==> config.mk <==
export PLATFORM = sky130hd
export DESIGN_NAME = gmc_ctrl
export DESIGN_NICKNAME = d
export VERILOG_FILES = /design/src/rtl/gmc_pkg.sv /design/src/rtl/gmc_sync.sv /design/src/rtl/gmc_ctrl.sv
export VERILOG_INCLUDE_DIRS = /design/src /design/src/rtl
export SDC_FILE = /design/constraint.sdc
export NUM_CORES = 1
export LEC_CHECK = 0
export ABC_CLOCK_PERIOD_IN_PS = 2700
export BUFFER_PORTS_ARGS = -buffer_cell sky130_fd_sc_hd__buf_2
export CORE_UTILIZATION = 50
export DETAILED_ROUTE_END_ITERATION = 7
export PLACE_DENSITY = 0.65
export SLEW_MARGIN = 20
export SYNTH_ARGS = -nofsm -noshare
export SYNTH_HDL_FRONTEND = slang
export SYNTH_SLANG_ARGS = --single-unit
==> constraint.sdc <==
create_clock -name mclk -period 2.7 [get_ports mclk]
set_clock_uncertainty 0.05 [all_clocks]
set_input_delay 0.135 -clock mclk [delete_from_list [all_inputs] [get_ports mclk]]
set_output_delay 0.135 -clock mclk [all_outputs]
set_load 0.02 [all_outputs]
==> src/rtl/gmc_params.svh <==
// Timing constants and widths for the gate motion controller.
`ifndef GMC_PARAMS_SVH
`define GMC_PARAMS_SVH

// System clock rate in MHz.
`define GMC_CLK_MHZ 250
// Pre-warning interval in milliseconds.
`define GMC_PREWARN_MS 5000
// Pre-warning interval in clock cycles, derived from the two figures above.
`define GMC_PREWARN_CYCLES (`GMC_PREWARN_MS * `GMC_CLK_MHZ * 1000)
// Width of the pre-warning timer.
`define GMC_TIMER_W 32
// Number of field contacts passing the synchroniser.
`define GMC_NUM_CONTACTS 6

`endif

==> src/rtl/gmc_pkg.sv <==
// Types shared by the gate motion controller files.
package gmc_pkg;

   // Controller states: idle, pre-warning before each direction, and travel.
   typedef enum logic [2:0] {
      GMC_IDLE,
      GMC_WARN_OPEN,
      GMC_WARN_CLOSE,
      GMC_OPENING,
      GMC_CLOSING
   } gmc_state_t;

endpackage

==> src/rtl/gmc_sync.sv <==
// Two-stage synchroniser for a group of asynchronous contact levels.
module gmc_sync #(
   parameter int WIDTH = 1
) (
   // Clock and reset.
   input wire logic mclk,
   input wire logic reset,
   // Raw and synchronised levels.
   input wire logic [WIDTH-1:0] d,
   output logic [WIDTH-1:0] q
);

   logic [WIDTH-1:0] meta_reg;
   logic [WIDTH-1:0] meta_next;
   logic [WIDTH-1:0] sync_reg;
   logic [WIDTH-1:0] sync_next;

   // Reset shows all levels low, which reads as an actuated stop contact.
   always_comb begin
      meta_next = d;
      sync_next = meta_reg;
   end

   // The first stage feeds only the second stage.
   always_ff @(posedge mclk) begin
      if (reset) begin
         meta_reg <= '0;
         sync_reg <= '0;
      end else begin
         meta_reg <= meta_next;
         sync_reg <= sync_next;
      end
   end

   assign q = sync_reg;

endmodule

==> src/rtl/gmc_ctrl.sv <==
// Gate motion controller: requests, end contacts, safety bar and warning lamp.
`include "gmc_params.svh"

module gmc_ctrl #(
   parameter int unsigned PREWARN_CYCLES = `GMC_PREWARN_CYCLES,
   parameter bit ENHANCED = 1'b1
) (
   // Clock and reset.
   input wire logic mclk,
   input wire logic reset,
   // Field contacts, raw from the pins.
   input wire logic stop_contact,
   input wire logic open_request_contact,
   input wire logic close_request_contact,
   input wire logic opened_end_contact,
   input wire logic closed_end_contact,
   input wire logic safety_bar_contact,
   // Contactor and lamp drives.
   output logic drive_open,
   output logic drive_close,
   output logic warning_lamp,
   // Controller state for observation.
   output gmc_pkg::gmc_state_t gate_state
);
   import gmc_pkg::*;

   // Refuse an empty pre-warning of zero cycles.
   if (PREWARN_CYCLES < 1) begin : g_bad_prewarn
      $error("PREWARN_CYCLES must be at least one");
   end

   logic [`GMC_NUM_CONTACTS-1:0] raw;
   logic [`GMC_NUM_CONTACTS-1:0] sync;
   logic stop_act;
   logic open_req;
   logic close_req;
   logic open_end;
   logic close_end;
   logic bar_act;
   gmc_state_t state_reg;
   gmc_state_t state_next;
   logic [`GMC_TIMER_W-1:0] timer_reg;
   logic [`GMC_TIMER_W-1:0] timer_next;
   logic drive_open_reg;
   logic drive_open_next;
   logic drive_close_reg;
   logic drive_close_next;
   logic lamp_reg;
   logic lamp_next;
   logic timer_done;

   // Every contact passes two flip-flops before any logic reads it.
   assign raw = {safety_bar_contact, closed_end_contact, opened_end_contact,
                 close_request_contact, open_request_contact, stop_contact};

   gmc_sync #(
      .WIDTH(`GMC_NUM_CONTACTS)
   ) u_sync (
      .mclk(mclk),
      .reset(reset),
      .d(raw),
      .q(sync)
   );

   // Normally closed contacts read low when actuated or when a wire breaks,
   // so a broken loop behaves as a pressed stop, a reached end or an actuated bar.
   assign stop_act = ~sync[0];
   assign open_req = sync[1];
   assign close_req = sync[2];
   assign open_end = ~sync[3];
   assign close_end = ~sync[4];
   assign bar_act = ~sync[5];

   assign timer_done = (timer_reg == (PREWARN_CYCLES - 1));

   // Next state, timer and drive values.
   always_comb begin
      state_next = state_reg;
      timer_next = '0;
      case (state_reg)
         GMC_IDLE: begin
            // Open wins when both buttons are pressed together.
            if (!stop_act && open_req && !open_end) begin
               state_next = GMC_WARN_OPEN;
            end else if (!stop_act && close_req && !close_end && !bar_act) begin
               state_next = GMC_WARN_CLOSE;
            end
         end
         GMC_WARN_OPEN: begin
            // Close requests are ignored while an opening is under way.
            if (stop_act || open_end) begin
               state_next = GMC_IDLE;
            end else if (timer_done) begin
               state_next = GMC_OPENING;
            end else begin
               timer_next = timer_reg + 1'b1;
            end
         end
         GMC_WARN_CLOSE: begin
            if (stop_act || close_end) begin
               state_next = GMC_IDLE;
            end else if (bar_act) begin
               state_next = ENHANCED ? GMC_WARN_OPEN : GMC_IDLE;
            end else if (timer_done) begin
               state_next = GMC_CLOSING;
            end else begin
               timer_next = timer_reg + 1'b1;
            end
         end
         GMC_OPENING: begin
            // Travel runs on without the button held, until an end or stop.
            if (stop_act || open_end) begin
               state_next = GMC_IDLE;
            end
         end
         GMC_CLOSING: begin
            if (stop_act || close_end) begin
               state_next = GMC_IDLE;
            end else if (bar_act) begin
               // Reversal still gets a full warning before the gate moves again.
               state_next = ENHANCED ? GMC_WARN_OPEN : GMC_IDLE;
            end
         end
         default: begin
            state_next = GMC_IDLE;
         end
      endcase
      drive_open_next = (state_next == GMC_OPENING);
      // The bar term is redundant with the state logic but keeps the close
      // contactor off even if the state decode were ever wrong.
      drive_close_next = (state_next == GMC_CLOSING) && !bar_act;
      lamp_next = (state_next != GMC_IDLE);
   end

   // State registers.
   always_ff @(posedge mclk) begin
      if (reset) begin
         state_reg <= GMC_IDLE;
         timer_reg <= '0;
         drive_open_reg <= 1'b0;
         drive_close_reg <= 1'b0;
         lamp_reg <= 1'b0;
      end else begin
         state_reg <= state_next;
         timer_reg <= timer_next;
         drive_open_reg <= drive_open_next;
         drive_close_reg <= drive_close_next;
         lamp_reg <= lamp_next;
      end
   end

   assign drive_open = drive_open_reg;
   assign drive_close = drive_close_reg;
   assign warning_lamp = lamp_reg;
   assign gate_state = state_reg;

   // Helper: consecutive cycles the lamp has been on, saturating.
   logic [`GMC_TIMER_W-1:0] lamp_run_reg;
   logic [`GMC_TIMER_W-1:0] lamp_run_next;

   always_comb begin
      lamp_run_next = '0;
      if (lamp_reg) begin
         lamp_run_next = (&lamp_run_reg) ? lamp_run_reg : lamp_run_reg + 1'b1;
      end
   end

   always_ff @(posedge mclk) begin
      if (reset) begin
         lamp_run_reg <= '0;
      end else begin
         lamp_run_reg <= lamp_run_next;
      end
   end
endmodule

Yosys cells after proc, flatten, opt, wreduce, memory -nomap -nowiden:

Cells that the tools add are included.
W data, S select, Z words.

* add/subtract/negate cells: 1
* eq/ne operators: 7
* mux-type cells: 16
* bitwise logic cells: 3
* reductions and logical operators: 10

Operators with widths (count)
* $mux W32: 4
* $pmux W32 S2: 1
* $add A32 B1 Y32 const B: 1
* $eq A32 B31 Y1 const B: 1
* $mux W3: 10
* $pmux W3 S5: 1
* $eq A3 B2 Y1 const B: 3
* $eq A3 B3 Y1 const B: 2
* $logic_and A1 B1 Y1: 6
* $eq A3 B1 Y1 const B: 1
* $logic_not A3 Y1: 1
* $not A1 Y1: 3
* $reduce_bool A3 Y1: 1
* $logic_or A1 B1 Y1: 2

* register bits after elaboration: 50
* input port bits: 8
* output and inout port bits: 6
* word-level logic and storage cells: 44

Logic depth before layout (Yosys ltp):

Gate-level depths: netlist (run 1).

* word-level depth: 8
* gate-level depth with buffers: 7
* gate-level depth less buffers: 6

Cells and area by module:

Synthesis (run 1) repeated with hierarchy kept, for this count alone.

* cell total of the unflattened synthesis: 245
* area, all modules: 2252.2 um^2

Modules (own cells, without submodules)
* gmc_ctrl: times used 1, cells an instance 220, area an instance 1885.6 um^2, sequential area each 760.7 um^2
* gmc_sync: times used 1, cells an instance 25, area an instance 366.6 um^2, sequential area each 240.2 um^2

Worst setup path before layout (run 1):

No wires, ideal clock.

* path kind: register to register
* start: reg timer_reg[0]
* end: reg lamp_reg, in the netlist warning_lamp
* library setup time: 0.120 ns
* arrival: 1.728 ns
* data required time: 2.530 ns
* slack: 0.802 ns
* stages on the path, launching flop included: 7
* buffers on the path: 0
* period minus slack after synthesis: 1.898 ns
* path through: dfxtp_1 > ha_1 > and3_4 > nand4_1 > nor3_1 > mux2_2 > a211o_1

* word-level cells in the longest chain between the ends: 6
* elaborated cells on any way between the ends: 8
* those cells by class: eq/ne: 1; mux: 6; reduce/logical: 1

RTL lines
* start, declared: RTL line gmc_ctrl.sv:42 `` logic [`GMC_TIMER_W-1:0] timer_reg; ``
* start signal, assigned: RTL line gmc_ctrl.sv:145 `timer_reg <= timer_next;`
* $eq A32 B31 Y1 (*): RTL line gmc_ctrl.sv:74 `assign timer_done = (timer_reg == (PREWARN_CYCLES - 1));`
* $mux W3: RTL line gmc_ctrl.sv:104 `end else if (timer_done) begin`
* $mux W3: RTL line gmc_ctrl.sv:102 `end else if (bar_act) begin`
* $mux W3: RTL line gmc_ctrl.sv:100 `if (stop_act || close_end) begin`
* $pmux W3 S5 (*): RTL line gmc_ctrl.sv:80 `case (state_reg)`
* $reduce_bool A3 Y1 (*): RTL line gmc_ctrl.sv:132 `lamp_next = (state_next != GMC_IDLE);`
* end signal, assigned: RTL line gmc_ctrl.sv:148 `lamp_reg <= lamp_next;`
* end, declared: RTL line gmc_ctrl.sv:48 `logic lamp_reg;`

Every way passes the cells marked *; elsewhere a longest branch is shown, timed or not.
A chain may end at the register's enable or synchronous reset.

Worst setup path in the final report (run 1):

Ends and elaborated chain as after synthesis.

==> summary.md, run 1 <==
| Metric | Value |
|---|---|
| FF+latch count, synth | 50 |
| Largest family of logic cells by synthesized area | simple AND/OR/NAND/NOR gates |
| R2R Setup Slk | around 0.63 ns |
| Setup CP Type | reg -> reg |
| Clock Latency Late Sink | 0.30 ns |
| Synth top area share | 0.4759 |
| GR Overflow Total | 0 |
| Simple-Gate Fraction of Synth Area | 0.3296 |
| Final RePlAce weighted congestion | around 0.72 |
| Design area | between 2000 and 2500 um2 |
| Ant. Diodes | 0 |
| Relative slew slack | 0.6883 |
| Worst r2r path cells | 6 |
| Arr. time, crit path | 2.22 ns |
| Min-Delay Endpoint | u_sync.meta_reg[1] |
| Post-Route WL | roughly 3400 um |
| Max Slew Vio Count | 0 |
| Slowest CP cell | dfxtp_1 |
| CP Launch Type | flop |
| Hold path depth | 2 |
| Drt pass-1 iters | 4 |
| Synth area leaders | dfxtp_1 48%, xor2_1 9.6%, nor2_1 6.1% |
| Max Cap Viol | 0 |
| Final setup TNS | 0 ns |
| Adder-cell share of the synthesized area | 0.005949 |
| Asr flop ratio synth | 0 |
| Post-synthesis mux area share | 0.005354 |
| Fillcell total | about 360 |
| HP Start | reset |
| Vias in the first global route | 1309 |
| Seq/Total Area, Yosys | 0.4759 |
| Top cell type by total area after synthesis | dfxtp_1 |
| Post-synth top cells | 50 x dfxtp_1, 34 x nor2_1, 23 x xor2_1, 15 x nand3_1, 13 x nor2b_1 |
| Syn Inst Count | 222 |
| RR Endpoint | warning_lamp |
| Most numerous cell in the Yosys netlist | dfxtp_1 |
| Max VDD drop | 343.9 uV |
| Wire length of the first global-routing pass | just under 6000 um |
| Warnings from Yosys | 0 |
| Seq. cell area | 1001 um2 |
| Rows | 23 |
| CTS Buffer Depth | 2 |
| CTS root buffer | clkbuf_8 |
| HPWL Detailed | 2291 um |
| Initial antenna violation count | 0 |
| Die Height | 66.86 um |
| Vias/cell | roughly 5 |
| Post-Place Cell Area | between 2000 and 2500 um2 |
| Total GRT Usage | 0.1759 |
| FMAX | 482.1 MHz |
| Die Span X | about 67 um |
| Initial Util | 0.5220 |
| Post-synth EDFFs | 0 |
| Fin nets | around 250 |
| Hold Path Class | in -> reg |
| Cell Pwr Density | between 500 and 600 nW/um2 |
| Cells along the critical path | ha_1 > and3_4 > nand4_1 > nor3_1 > mux2_2 > a211o_1 |
| # clock sinks | 50 |
| Worst EP required | 2.84 ns |
| Reg clk slew, reported paths | 0.09 ns |
| Final setup fails | 0 |
| Post-Syn Nets | between 200 and 250 |
| Synth Area in XOR/XNOR | 0.1208 |
| CP Capture Type | flop |
| Worst reg2reg startpoint | timer_reg[0] |
| I/O pins | 14 |
| P_leak | 0.8658 nW |
| CTS tree | built |
| Main synth FF type | dfxtp_1 |
| Footprint of the multi-input gates | between 1000 and 1500 um2 |
| Num CTS Buffers | 5 |
| # DRC | 0 |
| Post CTS Setup Buffer Count | 0 |
| Syn Area/Cell | around 9.5 um2 |
| RSZ-0062 raised after global routing | no |
| Crit path max fanout | 4 |
| Die area | roughly 4500 um2 |
| Share of layout cells above drive strength 1 | 0.1399 |
| Final Cycle Share | 0.7682 |
| Synth Area in Compound Gates | 0.03272 |
| Area grow syn2layout | 12.79% |
| Hold Vio Cnt, Final | 0 |
| Core Footprint | 4029 um2 |
| Critical Path Max Stage Delay | between 0.3 and 0.4 ns |
| Post-cts resize count | 0 |
| Status | completed |
| Least-Margin Pin Slew | 0.4661 ns |
| Netlist cell types | slightly above 40 |
| Port bufs | 13 |
| DRT antenna net count | 0 |
| CTS H-tree depth | 2 |
| Cell area after synthesis | around 2100 um2 |
| Largest net degree at the start of global routing | 33 |
| Max FFs per register | 32 |
| Minimum clock period | between 2 and 2.5 ns |
| Via count | between 1000 and 1500 |
| Initial detailed-routing violation count | 88 |
| Routed wire per std cell | between 10 and 15 um |
==> cells by family (layout without fill, tap and decap cells) <==
logic type      after synthesis  after routing
fa+ha+maj                     1              1
buf+inv                      12             33
compound gates               10             10
flops                        50             50
mux                           1              1
simple gates                119            119
xor+xnor                     29             29
==> metal layers <==
layer  GRT usage  vias up  wire [um]
li1            -      798          -
met1      0.2397      675       1862
met2      0.2487       17       1426
met3     0.06678        4         95
met4     0.06383        0         26
met5           0        -          0
==> critical path: cells and delay by family, from the launching register on <==
| kind | cells | cell delay [ns] |
|---|---|---|
| compound gates | 1 | 0.29 |
| fa+ha+maj | 1 | 0.23 |
| simple gates | 3 | 0.63 |
| mux | 1 | 0.39 |
| flops | 1 | 0.39 |
==> stage by stage <==
step,util,hold WS (ns),setup slack (ns),std cells,power (mW)
global placement,0.5466,0.2941,0.6894,279,0.7796
finish,0.5888,0.09107,0.6259,293,1.278
global route,0.5888,0.09546,0.4349,293,1.340
detailed placement,0.5466,0.2966,0.6403,279,0.7799
CTS,0.5888,0.08911,0.6138,293,1.295
floorplan,-,0.1566,0.8025,222,0.7734
==> placed cells by master (no fill, tap or decap), types with 8 or more instances in the layout <==
| cell type | count |
|---|---|
| nand2_1 | 8 |
| dfxtp_1 | 50 |
| buf_2 | 13 |
| nor2b_1 | 13 |
| nor2_1 | 34 |
| nand4_1 | 11 |
| and3_1 | 8 |
| xor2_1 | 23 |
| nand3_1 | 15 |
==> power breakdown <==
part,internal (mW),switching [mW]
Clock,0.276,0.233
Sequential,0.745,0.00239
Combinational,0.0145,0.00710
Total,1.04,0.243
==> timing repair <==
item                                   CTS  global route
endpoints found under the hold margin    6             0
hold buffers                             6             0
setup endpoints to repair                0             0
==> area by class of cell <==
cell class | instances | area share
Clock buffer | 6 | 0.03059
Clock inverter | 2 | 0.01582
Inverter | 3 | 0.004747
Multi-Input combinational cell | 160 | 0.4383
Sequential cell | 50 | 0.4219
Tap cell | 50 | 0.02637
Timing Repair Buffer | 22 | 0.06224
==> worst max path at each step <==
stage	start	to	cells after the start
after global placement	timer_reg[0]	warning_lamp	6
after global routing	timer_reg[0]	warning_lamp	6
after floorplan	timer_reg[0]	warning_lamp	6
final	timer_reg[0]	warning_lamp	6
after CTS	timer_reg[0]	warning_lamp	6
after detailed placement	timer_reg[0]	warning_lamp	6
Power figures use the tool's default switching activity.
==> run 2, diff against run 1 <==
- ABC_CLOCK_PERIOD_IN_PS: 2700 -> 2150
- clock period: 2.7 -> 2.15 ns (I/O delays scaled with it)
==> run 2 against run 1 <==
Against the previous run: global-route usage rose by 1.4 points; cell count up 1.7%; hold slack got worse by 0.029 ns; power grew 38%; die area did not move; routed wire length is 6.0% higher; setup slack worse by 0.46 ns; count of clock-buffer cells in the layout is the same; register-to-register slack got worse by 0.46 ns; utilization grew 2.2 points; largest cell class unchanged.
==> summary.md, run 2 (same netlist as run 1, synthesis figures left out) <==
| Metric | Value |
|---|---|
| Status | completed (unchanged) |
| Rows | 23 (unchanged) |
| Total GRT Usage | 0.1895 (was 0.1759) |
| Arr. time, crit path | 2.14 ns (was 2.22 ns) |
| CTS H-tree depth | 2 (unchanged) |
| Drt pass-1 iters | 4 (unchanged) |
| Relative slew slack | 0.7693 (was 0.6883) |
| Commonest non-fill, non-tap cell in the layout | dfxtp_1 (unchanged) |
| # clock sinks | 50 (unchanged) |
| Initial antenna violation count | 0 (unchanged) |
| CTS tree | built (unchanged) |
| Post CTS Setup Buffer Count | 0 (unchanged) |
| CTS root buffer | clkbuf_8 (unchanged) |
| Num CTS Buffers | 5 (unchanged) |
| P_leak | 0.9197 nW (was 0.8658 nW) |
| HPWL Detailed | 2439 um (was 2291 um) |
| Die Height | 66.86 um (unchanged) |
| Hold Path Class | in -> reg (unchanged) |
| Post-layout util | 0.6106 (was 0.5888) |
| Minimum clock period | 1.987 ns (was 2.074 ns) |
| Die Span X | 66.86 um (unchanged) |
| Final setup fails | 0 (unchanged) |
| Max Cap Viol | 0 (unchanged) |
| Least-Margin Pin Slew | 0.3429 ns (was 0.4661 ns) |
| Vias/cell | 5.064 (was 5.099) |
| Max FFs per register | 32 (unchanged) |
| Crit path max fanout | 4 (unchanged) |
| I/O pins | 14 (unchanged) |
| Final setup TNS | 0 ns (unchanged) |
| Final Cycle Share | 0.9240 (was 0.7682) |
| WHS | 0.06174 ns (was 0.09107 ns) |
| Max Slew Vio Count | 0 (unchanged) |
| Final RePlAce weighted congestion | 0.7572 (was 0.7179) |
| Largest net degree at the start of global routing | 33 (unchanged) |
| Initial detailed-routing violation count | 103 (was 88) |
| CTS Buffer Depth | 2 (unchanged) |
| Cell Pwr Density | 717.0 nW/um2 (was 538.9 nW/um2) |
| Ant. Diodes | 0 (unchanged) |
| Setup CP Type | reg -> reg (unchanged) |
| Hold Vio Cnt, Final | 0 (unchanged) |
| Routed wire per std cell | 12.13 um (was 11.64 um) |
| Vias in the first global route | 1329 (was 1309) |
| RSZ-0062 raised after global routing | no (unchanged) |
| Via count | 1509 (was 1494) |
| Wire length of the first global-routing pass | 6072 um (was 5837 um) |
| Fillcell total | 349 (was 363) |
| Area grow syn2layout | 16.95% (was 12.79%) |
| Reg clk slew, reported paths | 0.09 ns (about the same) |
| Share of layout cells above drive strength 1 | 0.1653 (was 0.1399) |
| Core Footprint | 4029 um2 (unchanged) |
| Port bufs | 13 (unchanged) |
| CP Launch Type | flop (unchanged) |
| Clock Latency Late Sink | 0.31 ns (was 0.30 ns) |
| Worst EP required | 2.30 ns (was 2.84 ns) |
| FMAX | 503.4 MHz (was 482.1 MHz) |
| Most frequent cells in the layout | 50 x dfxtp_1, 34 x nor2_1, 23 x xor2_1 (unchanged) |
| Initial Util | 0.5220 (unchanged) |
| Max VDD drop | 515.1 uV (was 343.9 uV) |
| CP Capture Type | flop (unchanged) |
| Fin nets | 256 (was 251) |
| Die area | 4470 um2 (unchanged) |
| GR Overflow Total | 0 (unchanged) |
| Post-Route WL | 3615 um (was 3411 um) |
| DRT antenna net count | 0 (unchanged) |
| # DRC | 0 (unchanged) |
| R2R Setup Slk | 0.16 ns (was 0.63 ns) |
## run 2: worst paths after layout
check,start,endpoint,depth (start not counted)
setup / recovery,timer_reg[1],warning_lamp,6
hold / removal,reset,u_sync.meta_reg[2],2
setup reg to reg,timer_reg[1],warning_lamp,6
hold reg to reg,u_sync.meta_reg[5],u_sync.q[5],1
## run 2: area by class of cell
| type | count | area, um2 | share of cell area |
|---|---|---|---|
| Clock buffer | 6 | 82.58 | 0.03357 |
| Sequential cell | 50 | 1001 | 0.4069 |
| Multi-Input combinational cell | 160 | 1045 | 0.4247 |
| Tap cell | 50 | 62.56 | 0.02543 |
| Clock inverter | 2 | 60.06 | 0.02442 |
| Inverter | 3 | 11.26 | 0.004578 |
| Timing Repair Buffer | 27 | 197.7 | 0.08037 |
## run 2: worst max-delay path, cell delays in order, from the launching register on
cell	delay (ns)
dfxtp_1	0.37
ha_1	0.21
and3_4	0.23
nand4_1	0.13
nor3_2	0.23
mux2_2	0.38
a211o_1	0.29
## run 2: through the flow
step | instances | total power, mW | instance area [um2] | setup slack (ns)
after floorplan | 222 | 0.9713 | 2103 | 0.2525
after global placement | 284 | 0.9789 | 2252 | 0.1547
after detailed placement | 284 | 0.9796 | 2252 | 0.09596
after CTS | 298 | 1.786 | 2455 | 0.07114
after global routing | 298 | 1.822 | 2460 | 0.05025
final | 298 | 1.764 | 2460 | 0.1633
## run 2: where the power goes
group	switching [mW]	total, mW	leakage [nW]	internal, mW
combinational	0.00907	0.0273	0.443	0.0182
clock	0.302	0.798	0.0714	0.496
sequential	0.00299	0.938	0.405	0.935
## run 2: what timing repair did
action	CTS	global route
hold buffers	6	0
endpoints found under the hold margin	6	0
setup endpoints to repair	0	1
gates resized for setup	0	1
## run 2: routing by layer
metal | track usage | share of wire | routed length [um] | vias to the layer above
met5 | 0 | 0 | 0 | -
met4 | 0.09574 | 0.016 | 57 | 0
met3 | 0.06678 | 0.043 | 154 | 5
met2 | 0.2689 | 0.43 | 1547 | 22
met1 | 0.2503 | 0.51 | 1856 | 674
li1 | - | - | - | 808
==> run 3, diff against run 2 <==
- ABC_CLOCK_PERIOD_IN_PS: 2150 -> 2000
- clock period: 2.15 -> 2 ns (I/O delays scaled with it)
==> run 3 against run 2 <==
Against the previous run: die area did not move; final area up 2.9%; global-route usage increased by 0.33 points; routed wire length up 3.1%; non-clock buffer count increased by 13; maximum frequency grew 5.6%; clock power is 8.3% lower; largest power group unchanged.
==> summary.md, run 3 (same netlist as run 1, synthesis figures left out) <==
| Metric | Value |
|---|---|
| Largest net degree at the start of global routing | 33 (unchanged) |
| RSZ-0062 raised after global routing | no (unchanged) |
| WHS | 0.05119 ns (was 0.06174 ns) |
| Hold Vio Cnt, Final | 0 (unchanged) |
| Final setup TNS | 0 ns (unchanged) |
| Initial Util | 0.5220 (unchanged) |
| P_leak | 0.9780 nW (was 0.9197 nW) |
| Setup CP Type | reg -> reg (unchanged) |
| Least-Margin Pin Slew | 0.3601 ns (was 0.3429 ns) |
| Vias in the first global route | 1396 (was 1329) |
| # DRC | 0 (unchanged) |
| Drt pass-1 iters | 4 (unchanged) |
| Die area | 4470 um2 (unchanged) |
| Reg clk slew, reported paths | 0.10 ns (was 0.09 ns) |
| Fin nets | 269 (was 256) |
| Die Span X | 66.86 um (unchanged) |
| Cell Pwr Density | 699.6 nW/um2 (was 717.0 nW/um2) |
| Final Cycle Share | 0.9403 (was 0.9240) |
| CTS root buffer | clkbuf_8 (unchanged) |
| Area grow syn2layout | 20.35% (was 16.95%) |
| Slowest CP cell | nor4_1 (was mux2_2) |
| Max VDD drop | 429.7 uV (was 515.1 uV) |
| Final RePlAce weighted congestion | 0.7684 (was 0.7572) |
| DRT antenna net count | 0 (unchanged) |
| CTS Buffer Depth | 2 (unchanged) |
| Fillcell total | 332 (was 349) |
| Post-layout util | 0.6283 (was 0.6106) |
| Clock Latency Late Sink | 0.31 ns (about the same) |
| CP Launch Type | flop (unchanged) |
| FMAX | 531.8 MHz (was 503.4 MHz) |
| Worst EP required | 2.16 ns (was 2.30 ns) |
| Num CTS Buffers | 5 (unchanged) |
| Commonest non-fill, non-tap cell in the layout | dfxtp_1 (unchanged) |
| Max FFs per register | 32 (unchanged) |
| Most frequent cells in the layout | 50 x dfxtp_1, 34 x nor2_1, 23 x xor2_1 (unchanged) |
| Minimum clock period | 1.881 ns (was 1.987 ns) |
| Critical Path Max Stage Delay | 0.38 ns (about the same) |
| Worst slack at placement | 0.05286 ns (was 0.09596 ns) |
| Wire length of the first global-routing pass | 6216 um (was 6072 um) |
| Post-Route WL | 3728 um (was 3615 um) |
| Cells along the critical path | nor4_1 > nand3_1 > nor3_2 > mux2_2 > a211o_1 (was ha_1 > and3_4 > nand4_1 > nor3_2 > mux2_2 > a211o_1) |
| Core Footprint | 4029 um2 (unchanged) |
| Die Height | 66.86 um (unchanged) |
| Via count | 1581 (was 1509) |
| Final worst slack | 0.1195 ns (was 0.1633 ns) |
| CTS tree | built (unchanged) |
| Initial detailed-routing violation count | 67 (was 103) |
| # clock sinks | 50 (unchanged) |
| Status | completed (unchanged) |
| GR Overflow Total | 0 (unchanged) |
| I/O pins | 14 (unchanged) |
| Max Slew Vio Count | 0 (unchanged) |
| Rows | 23 (unchanged) |
| Share of layout cells above drive strength 1 | 0.2069 (was 0.1653) |
| Ant. Diodes | 0 (unchanged) |
| HPWL Detailed | 2496 um (was 2439 um) |
| Port bufs | 13 (unchanged) |
| Total GRT Usage | 0.1929 (was 0.1895) |
| Relative slew slack | 0.7577 (was 0.7693) |
| Crit path max fanout | 3 (was 4) |
| Vias/cell | 5.084 (was 5.064) |
| Arr. time, crit path | 2.04 ns (was 2.14 ns) |
| Final setup fails | 0 (unchanged) |
| CTS H-tree depth | 2 (unchanged) |
| Initial antenna violation count | 0 (unchanged) |
| CP Capture Type | flop (unchanged) |
| Max Cap Viol | 0 (unchanged) |
| Routed wire per std cell | 11.99 um (was 12.13 um) |
| Hold Path Class | in -> reg (unchanged) |
==> run 3: critical path, delay by kind of cell, from the launching register on <==
family | cells | cell delay [ns]
AOI/OAI and AO/OA | 1 | 0.29
and+or+nand+nor | 3 | 0.74
DFF | 1 | 0.33
muxes | 1 | 0.37
==> run 3: final cells by class <==
type	instances	area, um2	area share
Sequential cell	50	1001	0.3955
Clock buffer	5	68.82	0.02719
Timing Repair Buffer	40	295.3	0.1167
Tap cell	50	62.56	0.02472
Clock inverter	3	47.55	0.01878
Inverter	3	11.26	0.004449
Multi-Input combinational cell	160	1045	0.4128
==> run 3: timing repair <==
action / in CTS / in global routing
endpoints found under the setup margin: 0 / 1
hold buffers: 6 / 0
buffers inserted: 0 / 0
endpoints found under the hold margin: 6 / 0
resized for setup: 0 / 1
==> run 3: path summary, 6_finish.rpt <==
kind	startpoint	end	slack [ns]	depth (start not counted)
worst max-delay path	timer_reg[8]	warning_lamp	0.12	5
worst min-delay path	reset	u_sync.q[5]	0.05	2
worst max register to register	timer_reg[8]	warning_lamp	0.12	5
worst min register to register	u_sync.meta_reg[5]	u_sync.q[5]	0.40	1
==> run 3: per-layer routing <==
layer  track usage  vias to the layer above  routed length (um)  share of wire
met5             0                        -                   0              0
met4       0.07181                        0                  55          0.015
met3       0.06678                        6                 140          0.038
met2        0.2917                       21                1631           0.44
met1        0.2503                      714                1900           0.51
li1              -                      840                   -              -
==> run 3: metrics by stage <==
step	cell area, um2	std cells	power, mW
detailed placement	2350	297	1.053
CTS	2526	311	1.786
global route	2531	311	1.846
global placement	2350	297	1.052
floorplan	2103	222	1.044
finish	2531	311	1.771
==> run 3: report_power, final <==
group / switching, mW / internal, mW / total, mW
sequential: 0.00334 / 1.01 / 1.01
clock: 0.353 / 0.379 / 0.732
combinational: 0.0102 / 0.0196 / 0.0298
total: 0.366 / 1.40 / 1.77
